<file path="src/rtl/double_increment_op_inv_jump_params.svh">
// offsets, field positions, reset values and constants of the execution unit
// Notes on behaviour
// [RULE1] double-increment adds two to destination and writes it back, word or byte
// [RULE2] negative flag follows result sign bit for double-increment and invert
// [RULE3] word double-increment sets zero only when operand was FFFE
// [RULE4] word double-increment sets carry when operand was FFFE or FFFF
// [RULE5] word double-increment sets overflow when operand was 7FFE or 7FFF
// [RULE6] oscillator-off, processor-off and interrupt-enable bits stay unchanged
// [RULE7] invert writes the bitwise complement of the destination
// [RULE8] invert sets zero only when operand was all ones
// [RULE9] invert carry is set when result non-zero, the complement of zero
// [RULE10] invert overflow is set when original operand was negative
// [RULE11] taken jump adds sign-extended 10-bit offset times two to program counter
// [RULE12] unconditional jump always taken, reach -512 to +511 words
// [RULE13] jump on carry branches when carry is one, else falls through
// [RULE14] jump on equal branches when zero flag is one, else falls through
// [RULE15] signed greater-equal branches when negative xor overflow is zero
// [RULE16] signed less branches when negative xor overflow is one
// [RULE17] jump on negative branches when negative flag is one
// [RULE18] jumps never change negative, zero, carry or overflow flags
// [RULE19] byte forms work on low eight bits with bit 7 as sign
`ifndef DOUBLE_INCREMENT_OP_INV_JUMP_PARAMS_SVH
`define DOUBLE_INCREMENT_OP_INV_JUMP_PARAMS_SVH

// ------------------------------------------------------------
// register byte offsets
// ------------------------------------------------------------
`define OFS_DST 8'h00
`define OFS_STATUS 8'h04
`define OFS_PC 8'h08
`define OFS_INSTR 8'h0C
`define OFS_CMD 8'h10

// ------------------------------------------------------------
// status register bit positions
// ------------------------------------------------------------
`define SR_C 0
`define SR_Z 1
`define SR_N 2
`define SR_GIE 3
`define SR_PROCESSOR_OFF_BIT 4
`define SR_OSCILLATOR_OFF_BIT 5
`define SR_V 8

// ------------------------------------------------------------
// command register fields
// ------------------------------------------------------------
`define CMD_OP_LSB 0
`define CMD_OP_MSB 1
`define CMD_BYTE 2
`define CMD_COND_LSB 4
`define CMD_COND_MSB 6

// ------------------------------------------------------------
// reset values and operand constants
// ------------------------------------------------------------
`define RST_DST 16'h0000
`define RST_STATUS 16'h0000
`define RST_PC 16'h0000
`define RST_INSTR 16'h0000
`define DOUBLE_INCREMENT_OP_STEP 16'h0002
`define WORD_ONES 16'hFFFF
`define BYTE_ONES 16'h00FF
`define WORD_SMAX 16'h7FFF
`define BYTE_SMAX 16'h007F
`define OFFSET_MSB 9

`endif

</file>
<file path="src/rtl/double_increment_op_inv_jump_pkg.sv">
// types of the execution unit
package double_increment_op_inv_jump_pkg;

	typedef enum logic [1:0] {
		OP_NONE = 2'h0,
		OP_DOUBLE_INCREMENT_OP = 2'h1,
		OP_INV = 2'h2,
		OP_JUMP = 2'h3
	} op_t;

	typedef enum logic [2:0] {
		COND_CARRY = 3'h0,
		COND_EQUAL = 3'h1,
		COND_GE = 3'h2,
		COND_LESS = 3'h3,
		COND_ALWAYS = 3'h4,
		COND_NEG = 3'h5
	} cond_t;

	typedef enum logic [1:0] {
		ST_IDLE = 2'b01,
		ST_EXEC = 2'b10
	} state_t;

endpackage

</file>
<file path="src/rtl/double_increment_op_inv_and_cond_jump_unit.sv">
// double-increment, invert and relative jump execution unit with apb registers
//
// The APB register port and the register addresses were left to the implementer.
`timescale 1ns/1ps
`default_nettype none
`include "double_increment_op_inv_jump_params.svh"

module double_increment_op_inv_and_cond_jump_unit #(
	parameter int ADDR_W = 8
) (
	input wire logic pclk,
	input wire logic presetn,
	input wire logic psel,
	input wire logic penable,
	input wire logic pwrite,
	input wire logic [ADDR_W-1:0] paddr,
	input wire logic [31:0] pwdata,
	output logic [31:0] prdata,
	output logic pready,
	output logic pslverr
);

	// ------------------------------------------------------------
	// functions
	// ------------------------------------------------------------
	function automatic logic [15:0] all_ones(input logic is_byte);
		all_ones = is_byte ? `BYTE_ONES : `WORD_ONES;
	endfunction

	function automatic logic [15:0] alu_result(input double_increment_op_inv_jump_pkg::op_t op,
			input logic is_byte, input logic [15:0] dst);
		logic [15:0] r;
		r = dst;
		if (op == double_increment_op_inv_jump_pkg::OP_DOUBLE_INCREMENT_OP) begin
			r = dst + `DOUBLE_INCREMENT_OP_STEP; // see [RULE1]
		end else if (op == double_increment_op_inv_jump_pkg::OP_INV) begin
			r = dst ^ all_ones(is_byte); // see [RULE7]
		end
		// byte results clear the high byte, as a byte write to a register does
		alu_result = r & all_ones(is_byte); // see [RULE19]
	endfunction

	// returns {n, z, c, v}
	function automatic logic [3:0] alu_flags(input double_increment_op_inv_jump_pkg::op_t op,
			input logic is_byte, input logic [15:0] dst);
		logic [15:0] ones;
		logic [15:0] smax;
		logic [15:0] d;
		logic [15:0] r;
		logic n;
		logic z;
		logic c;
		logic v;
		ones = all_ones(is_byte);
		smax = is_byte ? `BYTE_SMAX : `WORD_SMAX;
		d = dst & ones;
		r = alu_result(op, is_byte, dst);
		n = is_byte ? r[7] : r[15]; // see [RULE2] [RULE19]
		if (op == double_increment_op_inv_jump_pkg::OP_DOUBLE_INCREMENT_OP) begin
			z = (d == ones - 16'h0001); // see [RULE3]
			c = (d == ones - 16'h0001) || (d == ones); // see [RULE4]
			v = (d == smax - 16'h0001) || (d == smax); // see [RULE5]
		end else begin
			z = (d == ones); // see [RULE8]
			c = !z; // see [RULE9]
			v = is_byte ? d[7] : d[15]; // see [RULE10]
		end
		alu_flags = {n, z, c, v};
	endfunction

	function automatic logic jump_taken(input double_increment_op_inv_jump_pkg::cond_t cond,
			input logic [15:0] sr);
		case (cond)
			double_increment_op_inv_jump_pkg::COND_CARRY: jump_taken = sr[`SR_C]; // see [RULE13]
			double_increment_op_inv_jump_pkg::COND_EQUAL: jump_taken = sr[`SR_Z]; // see [RULE14]
			double_increment_op_inv_jump_pkg::COND_GE: jump_taken = !(sr[`SR_N] ^ sr[`SR_V]); // see [RULE15]
			double_increment_op_inv_jump_pkg::COND_LESS: jump_taken = sr[`SR_N] ^ sr[`SR_V]; // see [RULE16]
			double_increment_op_inv_jump_pkg::COND_ALWAYS: jump_taken = 1'b1; // see [RULE12]
			double_increment_op_inv_jump_pkg::COND_NEG: jump_taken = sr[`SR_N]; // see [RULE17]
			default: jump_taken = 1'b0;
		endcase
	endfunction

	// offset spans -512..+511 words from the program counter
	function automatic logic [15:0] jump_target(input logic [15:0] pc, input logic [15:0] instr);
		jump_target = pc + {{5{instr[`OFFSET_MSB]}}, instr[`OFFSET_MSB:0], 1'b0}; // see [RULE11]
	endfunction

	function automatic logic addr_hit(input logic [ADDR_W-1:0] a);
		addr_hit = (a == `OFS_DST) || (a == `OFS_STATUS) || (a == `OFS_PC) ||
			(a == `OFS_INSTR) || (a == `OFS_CMD);
	endfunction

	// ------------------------------------------------------------
	// state
	// ------------------------------------------------------------
	double_increment_op_inv_jump_pkg::state_t state_ff;
	double_increment_op_inv_jump_pkg::op_t cmd_op_ff;
	double_increment_op_inv_jump_pkg::cond_t cmd_cond_ff;
	logic cmd_byte_ff;
	logic [15:0] dst_ff;
	logic [15:0] sr_ff;
	logic [15:0] pc_ff;
	logic [15:0] instr_ff;
	logic pready_ff;
	logic pslverr_ff;
	logic [31:0] prdata_ff;
	logic is_exec;
	logic acc_done;
	logic wr_ok;
	logic [3:0] nxt_flags;
	logic [15:0] nxt_result;
	logic nxt_taken;
	logic [31:0] rd_mux;

	assign is_exec = (state_ff == double_increment_op_inv_jump_pkg::ST_EXEC);
	assign acc_done = psel && penable && pready_ff;
	assign wr_ok = acc_done && pwrite && !pslverr_ff;
	assign nxt_result = alu_result(cmd_op_ff, cmd_byte_ff, dst_ff);
	assign nxt_flags = alu_flags(cmd_op_ff, cmd_byte_ff, dst_ff);
	assign nxt_taken = jump_taken(cmd_cond_ff, sr_ff);

	assign prdata = prdata_ff;
	assign pready = pready_ff;
	assign pslverr = pslverr_ff;

	always_comb begin
		rd_mux = 32'h0000_0000;
		case (paddr)
			`OFS_DST: rd_mux = {16'h0000, dst_ff};
			`OFS_STATUS: rd_mux = {16'h0000, sr_ff};
			`OFS_PC: rd_mux = {16'h0000, pc_ff};
			`OFS_INSTR: rd_mux = {16'h0000, instr_ff};
			`OFS_CMD: rd_mux = {25'h0000000, cmd_cond_ff, 1'b0, cmd_byte_ff, cmd_op_ff};
			default: rd_mux = 32'h0000_0000;
		endcase
	end

	// ------------------------------------------------------------
	// apb slave: ready in the first access cycle, held off while an operation executes
	// ------------------------------------------------------------
	always_ff @(posedge pclk or negedge presetn) begin
		if (!presetn) begin
			pready_ff <= 1'b0;
			pslverr_ff <= 1'b0;
			prdata_ff <= 32'h0000_0000;
		end else begin
			pready_ff <= psel && !pready_ff && !is_exec;
			if (psel && !pready_ff && !is_exec) begin
				pslverr_ff <= !addr_hit(paddr);
				prdata_ff <= pwrite ? 32'h0000_0000 : rd_mux;
			end else begin
				pslverr_ff <= 1'b0;
			end
		end
	end

	// ------------------------------------------------------------
	// command capture and sequencing
	// ------------------------------------------------------------
	always_ff @(posedge pclk or negedge presetn) begin
		if (!presetn) begin
			state_ff <= double_increment_op_inv_jump_pkg::ST_IDLE;
			cmd_op_ff <= double_increment_op_inv_jump_pkg::OP_NONE;
			cmd_cond_ff <= double_increment_op_inv_jump_pkg::COND_CARRY;
			cmd_byte_ff <= 1'b0;
		end else begin
			case (state_ff)
				double_increment_op_inv_jump_pkg::ST_IDLE: begin
					if (wr_ok && paddr == `OFS_CMD) begin
						cmd_op_ff <= double_increment_op_inv_jump_pkg::op_t'(pwdata[`CMD_OP_MSB:`CMD_OP_LSB]);
						cmd_cond_ff <= double_increment_op_inv_jump_pkg::cond_t'(pwdata[`CMD_COND_MSB:`CMD_COND_LSB]);
						cmd_byte_ff <= pwdata[`CMD_BYTE];
						if (pwdata[`CMD_OP_MSB:`CMD_OP_LSB] != double_increment_op_inv_jump_pkg::OP_NONE) begin
							state_ff <= double_increment_op_inv_jump_pkg::ST_EXEC;
						end
					end
				end
				double_increment_op_inv_jump_pkg::ST_EXEC: state_ff <= double_increment_op_inv_jump_pkg::ST_IDLE;
				default: state_ff <= double_increment_op_inv_jump_pkg::ST_IDLE;
			endcase
		end
	end

	// ------------------------------------------------------------
	// destination operand
	// ------------------------------------------------------------
	always_ff @(posedge pclk or negedge presetn) begin
		if (!presetn) begin
			dst_ff <= `RST_DST;
		end else if (is_exec && cmd_op_ff != double_increment_op_inv_jump_pkg::OP_JUMP) begin
			dst_ff <= nxt_result; // see [RULE1] [RULE7]
		end else if (wr_ok && paddr == `OFS_DST) begin
			dst_ff <= pwdata[15:0];
		end
	end

	// ------------------------------------------------------------
	// status register: only n, z, c, v move on execution
	// ------------------------------------------------------------
	always_ff @(posedge pclk or negedge presetn) begin
		if (!presetn) begin
			sr_ff <= `RST_STATUS;
		end else if (is_exec && cmd_op_ff != double_increment_op_inv_jump_pkg::OP_JUMP) begin
			// mode bits keep their value, see [RULE6]; jumps never enter here, see [RULE18]
			sr_ff[`SR_N] <= nxt_flags[3];
			sr_ff[`SR_Z] <= nxt_flags[2];
			sr_ff[`SR_C] <= nxt_flags[1];
			sr_ff[`SR_V] <= nxt_flags[0];
		end else if (wr_ok && paddr == `OFS_STATUS) begin
			sr_ff <= pwdata[15:0];
		end
	end

	// ------------------------------------------------------------
	// program counter and jump word
	// ------------------------------------------------------------
	always_ff @(posedge pclk or negedge presetn) begin
		if (!presetn) begin
			pc_ff <= `RST_PC;
		end else if (is_exec && cmd_op_ff == double_increment_op_inv_jump_pkg::OP_JUMP) begin
			// pc already points past the jump, so not taken leaves it as is
			if (nxt_taken) begin
				pc_ff <= jump_target(pc_ff, instr_ff); // see [RULE11]
			end
		end else if (wr_ok && paddr == `OFS_PC) begin
			pc_ff <= {pwdata[15:1], 1'b0};
		end
	end

	always_ff @(posedge pclk or negedge presetn) begin
		if (!presetn) begin
			instr_ff <= `RST_INSTR;
		end else if (wr_ok && paddr == `OFS_INSTR) begin
			instr_ff <= pwdata[15:0];
		end
	end

	logic ex_double_increment_op_w;
	logic ex_inv;
	logic ex_jump;
	assign ex_double_increment_op_w = is_exec && cmd_op_ff == double_increment_op_inv_jump_pkg::OP_DOUBLE_INCREMENT_OP && !cmd_byte_ff;
	assign ex_inv = is_exec && cmd_op_ff == double_increment_op_inv_jump_pkg::OP_INV;
	assign ex_jump = is_exec && cmd_op_ff == double_increment_op_inv_jump_pkg::OP_JUMP;
	logic ex_double_increment_op_b;
	logic [15:0] pc_taken;
	assign ex_double_increment_op_b = is_exec && cmd_op_ff == double_increment_op_inv_jump_pkg::OP_DOUBLE_INCREMENT_OP && cmd_byte_ff;
	assign pc_taken = pc_ff + {{5{instr_ff[9]}}, instr_ff[9:0], 1'b0};
endmodule

`default_nettype wire

</file>
<file path="config.mk">
export PLATFORM = sky130hd
export DESIGN_NAME = double_increment_op_inv_and_cond_jump_unit
export DESIGN_NICKNAME = d
export VERILOG_FILES = /design/src/rtl/double_increment_op_inv_jump_pkg.sv /design/src/rtl/double_increment_op_inv_and_cond_jump_unit.sv
export VERILOG_INCLUDE_DIRS = /design/src /design/src/rtl
export SDC_FILE = /design/constraint.sdc
export NUM_CORES = 1
export LEC_CHECK = 0
export ABC_CLOCK_PERIOD_IN_PS = 7000
export BUFFER_PORTS_ARGS = -buffer_cell sky130_fd_sc_hd__buf_4
export CORE_AREA = 2 2 101 103
export CTS_BUF_LIST = sky130_fd_sc_hd__clkbuf_4
export DETAILED_ROUTE_END_ITERATION = 7
export DIE_AREA = 0 0 103 105
export HOLD_SLACK_MARGIN = 0.05
export PLACE_DENSITY = 0.81
export SETUP_SLACK_MARGIN = 0.05
export SYNTH_ARGS = -nofsm -noshare
export SYNTH_HDL_FRONTEND = slang
export SYNTH_SLANG_ARGS = --single-unit
</file>
<file path="constraint.sdc">
create_clock -name pclk -period 7 [get_ports pclk]
set_input_delay 1.4 -clock pclk [delete_from_list [all_inputs] [get_ports pclk]]
set_output_delay 1.4 -clock pclk [all_outputs]
set_load 0.05 [all_outputs]
</file>
; Word-level counts from Yosys, hierarchy flattened
; Index checks and enable logic that the tools add are counted.
[word_totals]
regBits = 106
input_bits = 45
output_inout_bits = 34
wordCells = 102
[classes]
addsub = 4
eq_ne = 22
n_mux = 24
n_bitwise = 5
reduce_logical = 35
[ops]
columns = cell, n
row1 = 16-bit two-way mux, 8
row2 = 16-bit one-hot mux with 5 select lines, 1
row3 = 16-bit equality test, 3
row4 = 16-bit AND, 2
row5 = 32-bit two-way mux, 1
row6 = 16-bit adder, 1
row7 = 16-bit by 2-bit adder with 16-bit output (second input constant), 1
row8 = 16-bit by 15-bit equality test with 1-bit output, 1
row9 = 8-bit by 4-bit equality test with 1-bit output (second input constant), 2
row10 = 15-bit by 1-bit subtractor with 16-bit output (second input constant), 1
row11 = 16-bit by 1-bit subtractor with 16-bit output (second input constant), 1
row12 = 16-bit XOR, 1
row13 = 15-bit two-way mux, 1
row14 = 1-bit logical AND, 13
row15 = 9-bit two-way mux, 1
row16 = 8-bit by 3-bit equality test with 1-bit output (second input constant), 1
row17 = 8-bit by 5-bit equality test with 1-bit output (second input constant), 1
row18 = 8-bit logical NOT, 1
row19 = 2-bit inequality test (second input constant), 4
row20 = 2-bit AND reduction, 4
row21 = 2-bit nonzero test, 4
row22 = 1-bit two-way mux, 7
row23 = 2-bit equality test (second input constant), 3
row24 = 3-bit by 2-bit equality test with 1-bit output (second input constant), 2
row25 = 11 further kinds, 25

; Longest topological paths before layout
[depth]
ltp_word = 7
mapped_depth = 9
mapped_depth_nobuf = 9

; Worst setup path before layout
; Ideal clock, no wire load.
[synth_timing]
kind = input-to-reg
start = input port paddr[0]
end = register sr_ff[10]
t_arrival_ps = 3337
path_slack_ps = 3536
path_stages = 7
n_path_buf = 2
path_cell_list = or4_4 -> or3_1 -> buf_6 -> nor3b_4 -> and3_4 -> buf_6 -> mux2_1
[synth_via]
elab_chain_cells = 3
[synth_rtl]
columns = item, line
row1 = start: declaration, double_increment_op_inv_and_cond_jump_unit.sv:16  ; input wire logic [ADDR_W-1:0] paddr,
row2 = 8-bit by 3-bit equality test with 1-bit output, n/a
row3 = 1-bit logical AND (no source line), n/a
row4 = 2-bit AND reduction (no source line), n/a
row5 = end signal: assignment, double_increment_op_inv_and_cond_jump_unit.sv:203  ; sr_ff <= `RST_STATUS;
row6 = end signal: indexed assignment, double_increment_op_inv_and_cond_jump_unit.sv:206  ; sr_ff[`SR_N] <= nxt_flags[3];
row7 = end signal: indexed assignment, double_increment_op_inv_and_cond_jump_unit.sv:207  ; sr_ff[`SR_Z] <= nxt_flags[2];
row8 = end: declaration, double_increment_op_inv_and_cond_jump_unit.sv:102  ; logic [15:0] sr_ff;
; No other way between the ends.
; A chain may end at the register's enable or synchronous reset.

; Worst setup path after layout
[layout_timing]
start = input port paddr[0]
end = register instr_ff[12]
[layout_via]
elab_chain_cells = 2
[layout_rtl]
columns = item, line
row1 = 8-bit by 4-bit equality test with 1-bit output, n/a
row2 = 1-bit logical AND (no source line), n/a
row3 = end signal: assignment, double_increment_op_inv_and_cond_jump_unit.sv:233  ; instr_ff <= `RST_INSTR;
row4 = end signal: assignment, double_increment_op_inv_and_cond_jump_unit.sv:235  ; instr_ff <= pwdata[15:0];
row5 = end: declaration, double_increment_op_inv_and_cond_jump_unit.sv:104  ; logic [15:0] instr_ff;
; No other way between the ends.

==> reports/metrics.yaml <==
timing:
  setup_viol: 0
  tns_ns: 0
  finalHoldViolations: 0
  timing.fmax_ghz: 0.290
  maxSlewHeadroom_pct: 32.5
  rsz0062_at_grt: "no"
  maxSlewViolCount: 0
  tightest_slew_ns: 1.01
  fin_crit_ns: 3.45
  fin_crit_sh_pct: 49.2
  fin_skew_ns: 0.0277
worst_setup_path:
  startpoint: "paddr[0]"
  crit_required_ns: 7.36
  regToRegStartpoint: "cmd_op_ff[1]"
  worst_setup_path_end_kind: "flip-flop"
  worstSetupStartpointType: "input port"
  worstPathArrival_ns: 3.81
  worstSetupPathType: "input port to flip-flop"
  cp_max_fo: 17
placement:
  gp_congestion: 0.948
  port_buffers: 46
  dp_hpwl_microns: 10600
synthesis:
  ys_types: 72
  yosys_most_used_dff: "dfrtp_1"
  ys_top_cells_by_area: "dfrtp_1, ha_1, mux2_2, mux4_2, o21ai_0"
  synth_edf_count: 0
  syn_inst: 573
  netlist_area_sq_mm: 0.00567
  ys_ff_latch: 89
  yosysWarnings: 0
  ys_seq_area_share_pct: 39.3
  avgSynthCellArea_sq_um: 9.90
  synthArstFlopShare_pct: 100
  synthDominantCellAreaShare_pct: 38.8
  yosysTopAreaCell: "dfrtp_1"
grt:
  grtUsageTotal_pct: 29.1
  grt_max_degree: 79
  antenna_found_initial: 1
  grt_pass1_wl_microns: 24300
  grt_pass1_vias: 4767
  overflow: 0
clock_network:
  cts_tree: "built"
  insertion_delay_ns: 0.48
  clockBufferDepth: 2
  cts-root-buf: "clkbuf_4"
  htreeDepth: 3
  cts_hold_buf: 0
  cts_made_buffers: 9
  numClockSinks: 89
  cts_resized: 0
  postCtsSetupBuffers: 0
  clk_pin_slew_ns: 0.12
cells_and_area:
  nets: 679
  fin_util_pct: 64.1
  fillers: 787
  drive_gt1_share_pct: 17.7
  area_growth_pct: 9.02
status:
  status: "finished clean"
pwr:
  p_leak_nw: 2.86
  peakVddDrop_v: 0.0000869
  p_per_area_mw_per_mm2: 152
floorplanning:
  initial_core_util_pct: 58.8
  rows: 36
  die_h_microns: 105
  io_pins: 79
  die_x_microns: 103
  core_area_sq_mm: 0.00964
  die_area_sq_mm: 0.0108
routing:
  drtIter0Drc: 440
  ant_nets: 0
  routedWlPerCell_microns: 20.0
  vias: 4766
  wl_microns: 14900
  drtPass1Iterations: 6
  drc_errors: 0
  vias_per_cell: 6.40
hold_path:
  hold_path.class: "flip-flop to flip-flop"
  hp-start: "sr_ff[12]"
run:
  max_cap_violations: 0
==> layout by cell type (no fill, tap or decap), types with 6 or more instances in the layout <==
cell type / instances
inv_1: 20
ha_1: 27
a21oi_1: 32
mux2_1: 10
o21ai_0: 44
mux2i_1: 11
conb_1: 16
a22oi_1: 14
xor2_1: 9
nor3_1: 12
a22o_1: 17
nor2_1: 36
nand4_1: 7
mux4_2: 10
a21o_1: 6
buf_4: 51
and3_1: 7
clkbuf_4: 12
a211oi_1: 7
nand2_1: 42
dfrtp_1: 88
o211ai_1: 6
mux2_2: 21
nand3_1: 13
==> final timing paths <==
kind / end / slack (ns) / cells past startpoint
max in group asynchronous: pc_ff[13] / 5.07 / 2
min in group asynchronous: dst_ff[1] / 0.72 / 1
hold / removal: sr_ff[12] / 0.50 / 1
hold reg to reg: sr_ff[12] / 0.50 / 1
setup reg to reg: dst_ff[11] / 3.95 / 8
setup / recovery: instr_ff[12] / 3.55 / 5
==> per-stage QoR <==
step | total power (W) | std cells | cell area (sq um) | hold slack, ns | setup WS (ns)
2_1_floorplan | 0.000586 | 588 | 5730 | 0.452 | 3.54
3_3_place_gp | 0.000616 | 728 | 6020 | 0.461 | 3.09
3_5_place_dp | 0.000618 | 728 | 6020 | 0.469 | 3.06
4_1_cts | 0.000939 | 744 | 6180 | 0.498 | 3.58
5_1_grt | 0.000967 | 745 | 6180 | 0.517 | 3.47
6_report | 0.000940 | 745 | 6180 | 0.498 | 3.55
==> report_power, final <==
group | switching, W | internal [W]
Combinational | 0.0000628 | 0.0000254
Sequential | 0.00000357 | 0.000517
Clock | 0.000176 | 0.000155
==> logic make-up after synthesis <==
group	after synthesis	synth area share [%]
compound gates	167	19.6
xor+xnor	14	2.41
flops	89	39.3
simple gates	157	14.3
other cells	1	0.0661
mux	52	12.1
buf+inv	65	5.87
fa+ha+maj	28	6.31
==> layout make-up <==
| cell class | count | area, sq um | area share (%) |
|---|---|---|---|
| antenna | 1 | 2.50 | 0.0405 |
| clock buffer | 12 | 90.1 | 1.46 |
| clock inverter | 4 | 67.6 | 1.09 |
| inverter | 21 | 78.8 | 1.28 |
| multi-input combinational | 434 | 3170 | 51.2 |
| sequential | 89 | 2230 | 36.0 |
| tap | 133 | 166 | 2.69 |
| timing repair buffer | 51 | 383 | 6.19 |
==> critical path, cell delays in order <==
cell and delay (ns):
buf_4 0.11, or4_4 0.53, nor3_1 0.48, and3_1 0.87, mux2_2 0.42
==> Yosys cell counts, drive strengths merged (4+ instances only) <==
library cell,number
o2bb2ai,5
a221o,6
nand2,42
buf,26
xor2,9
o211ai,6
inv,20
nor3,13
mux4,10
mux2,31
nor2,36
mux2i,11
nor2b,4
nand2b,5
and3,8
nand3,13
o21ai,48
a21oi,32
a211oi,7
a22oi,14
nor4,5
dfrtp,88
clkbuf,18
nand4,7
or3,5
and2,4
xnor2,4
a22o,17
ha,27
a31oi,4
a21o,6
==> registers in the layout (all words and copies together), names as in the netlist <==
name and count:
prdata 16, sr_ff 16, cmd_op_ff 2, dst_ff 16, cmd_cond_ff 3, pc_ff 15, pready 1, instr_ff 16
pslverr 1, cmd_byte_ff 1, state_ff 2
==> metal layers <==
layer	track usage (%)	vias to the layer above	routed length, microns
met5	0	-	0
met4	11.0	0	252
met3	6.89	21	1320
met2	44.2	221	7160
met1	40.3	2348	6160
li1	-	2176	-
(Power assumes the default switching activity.)
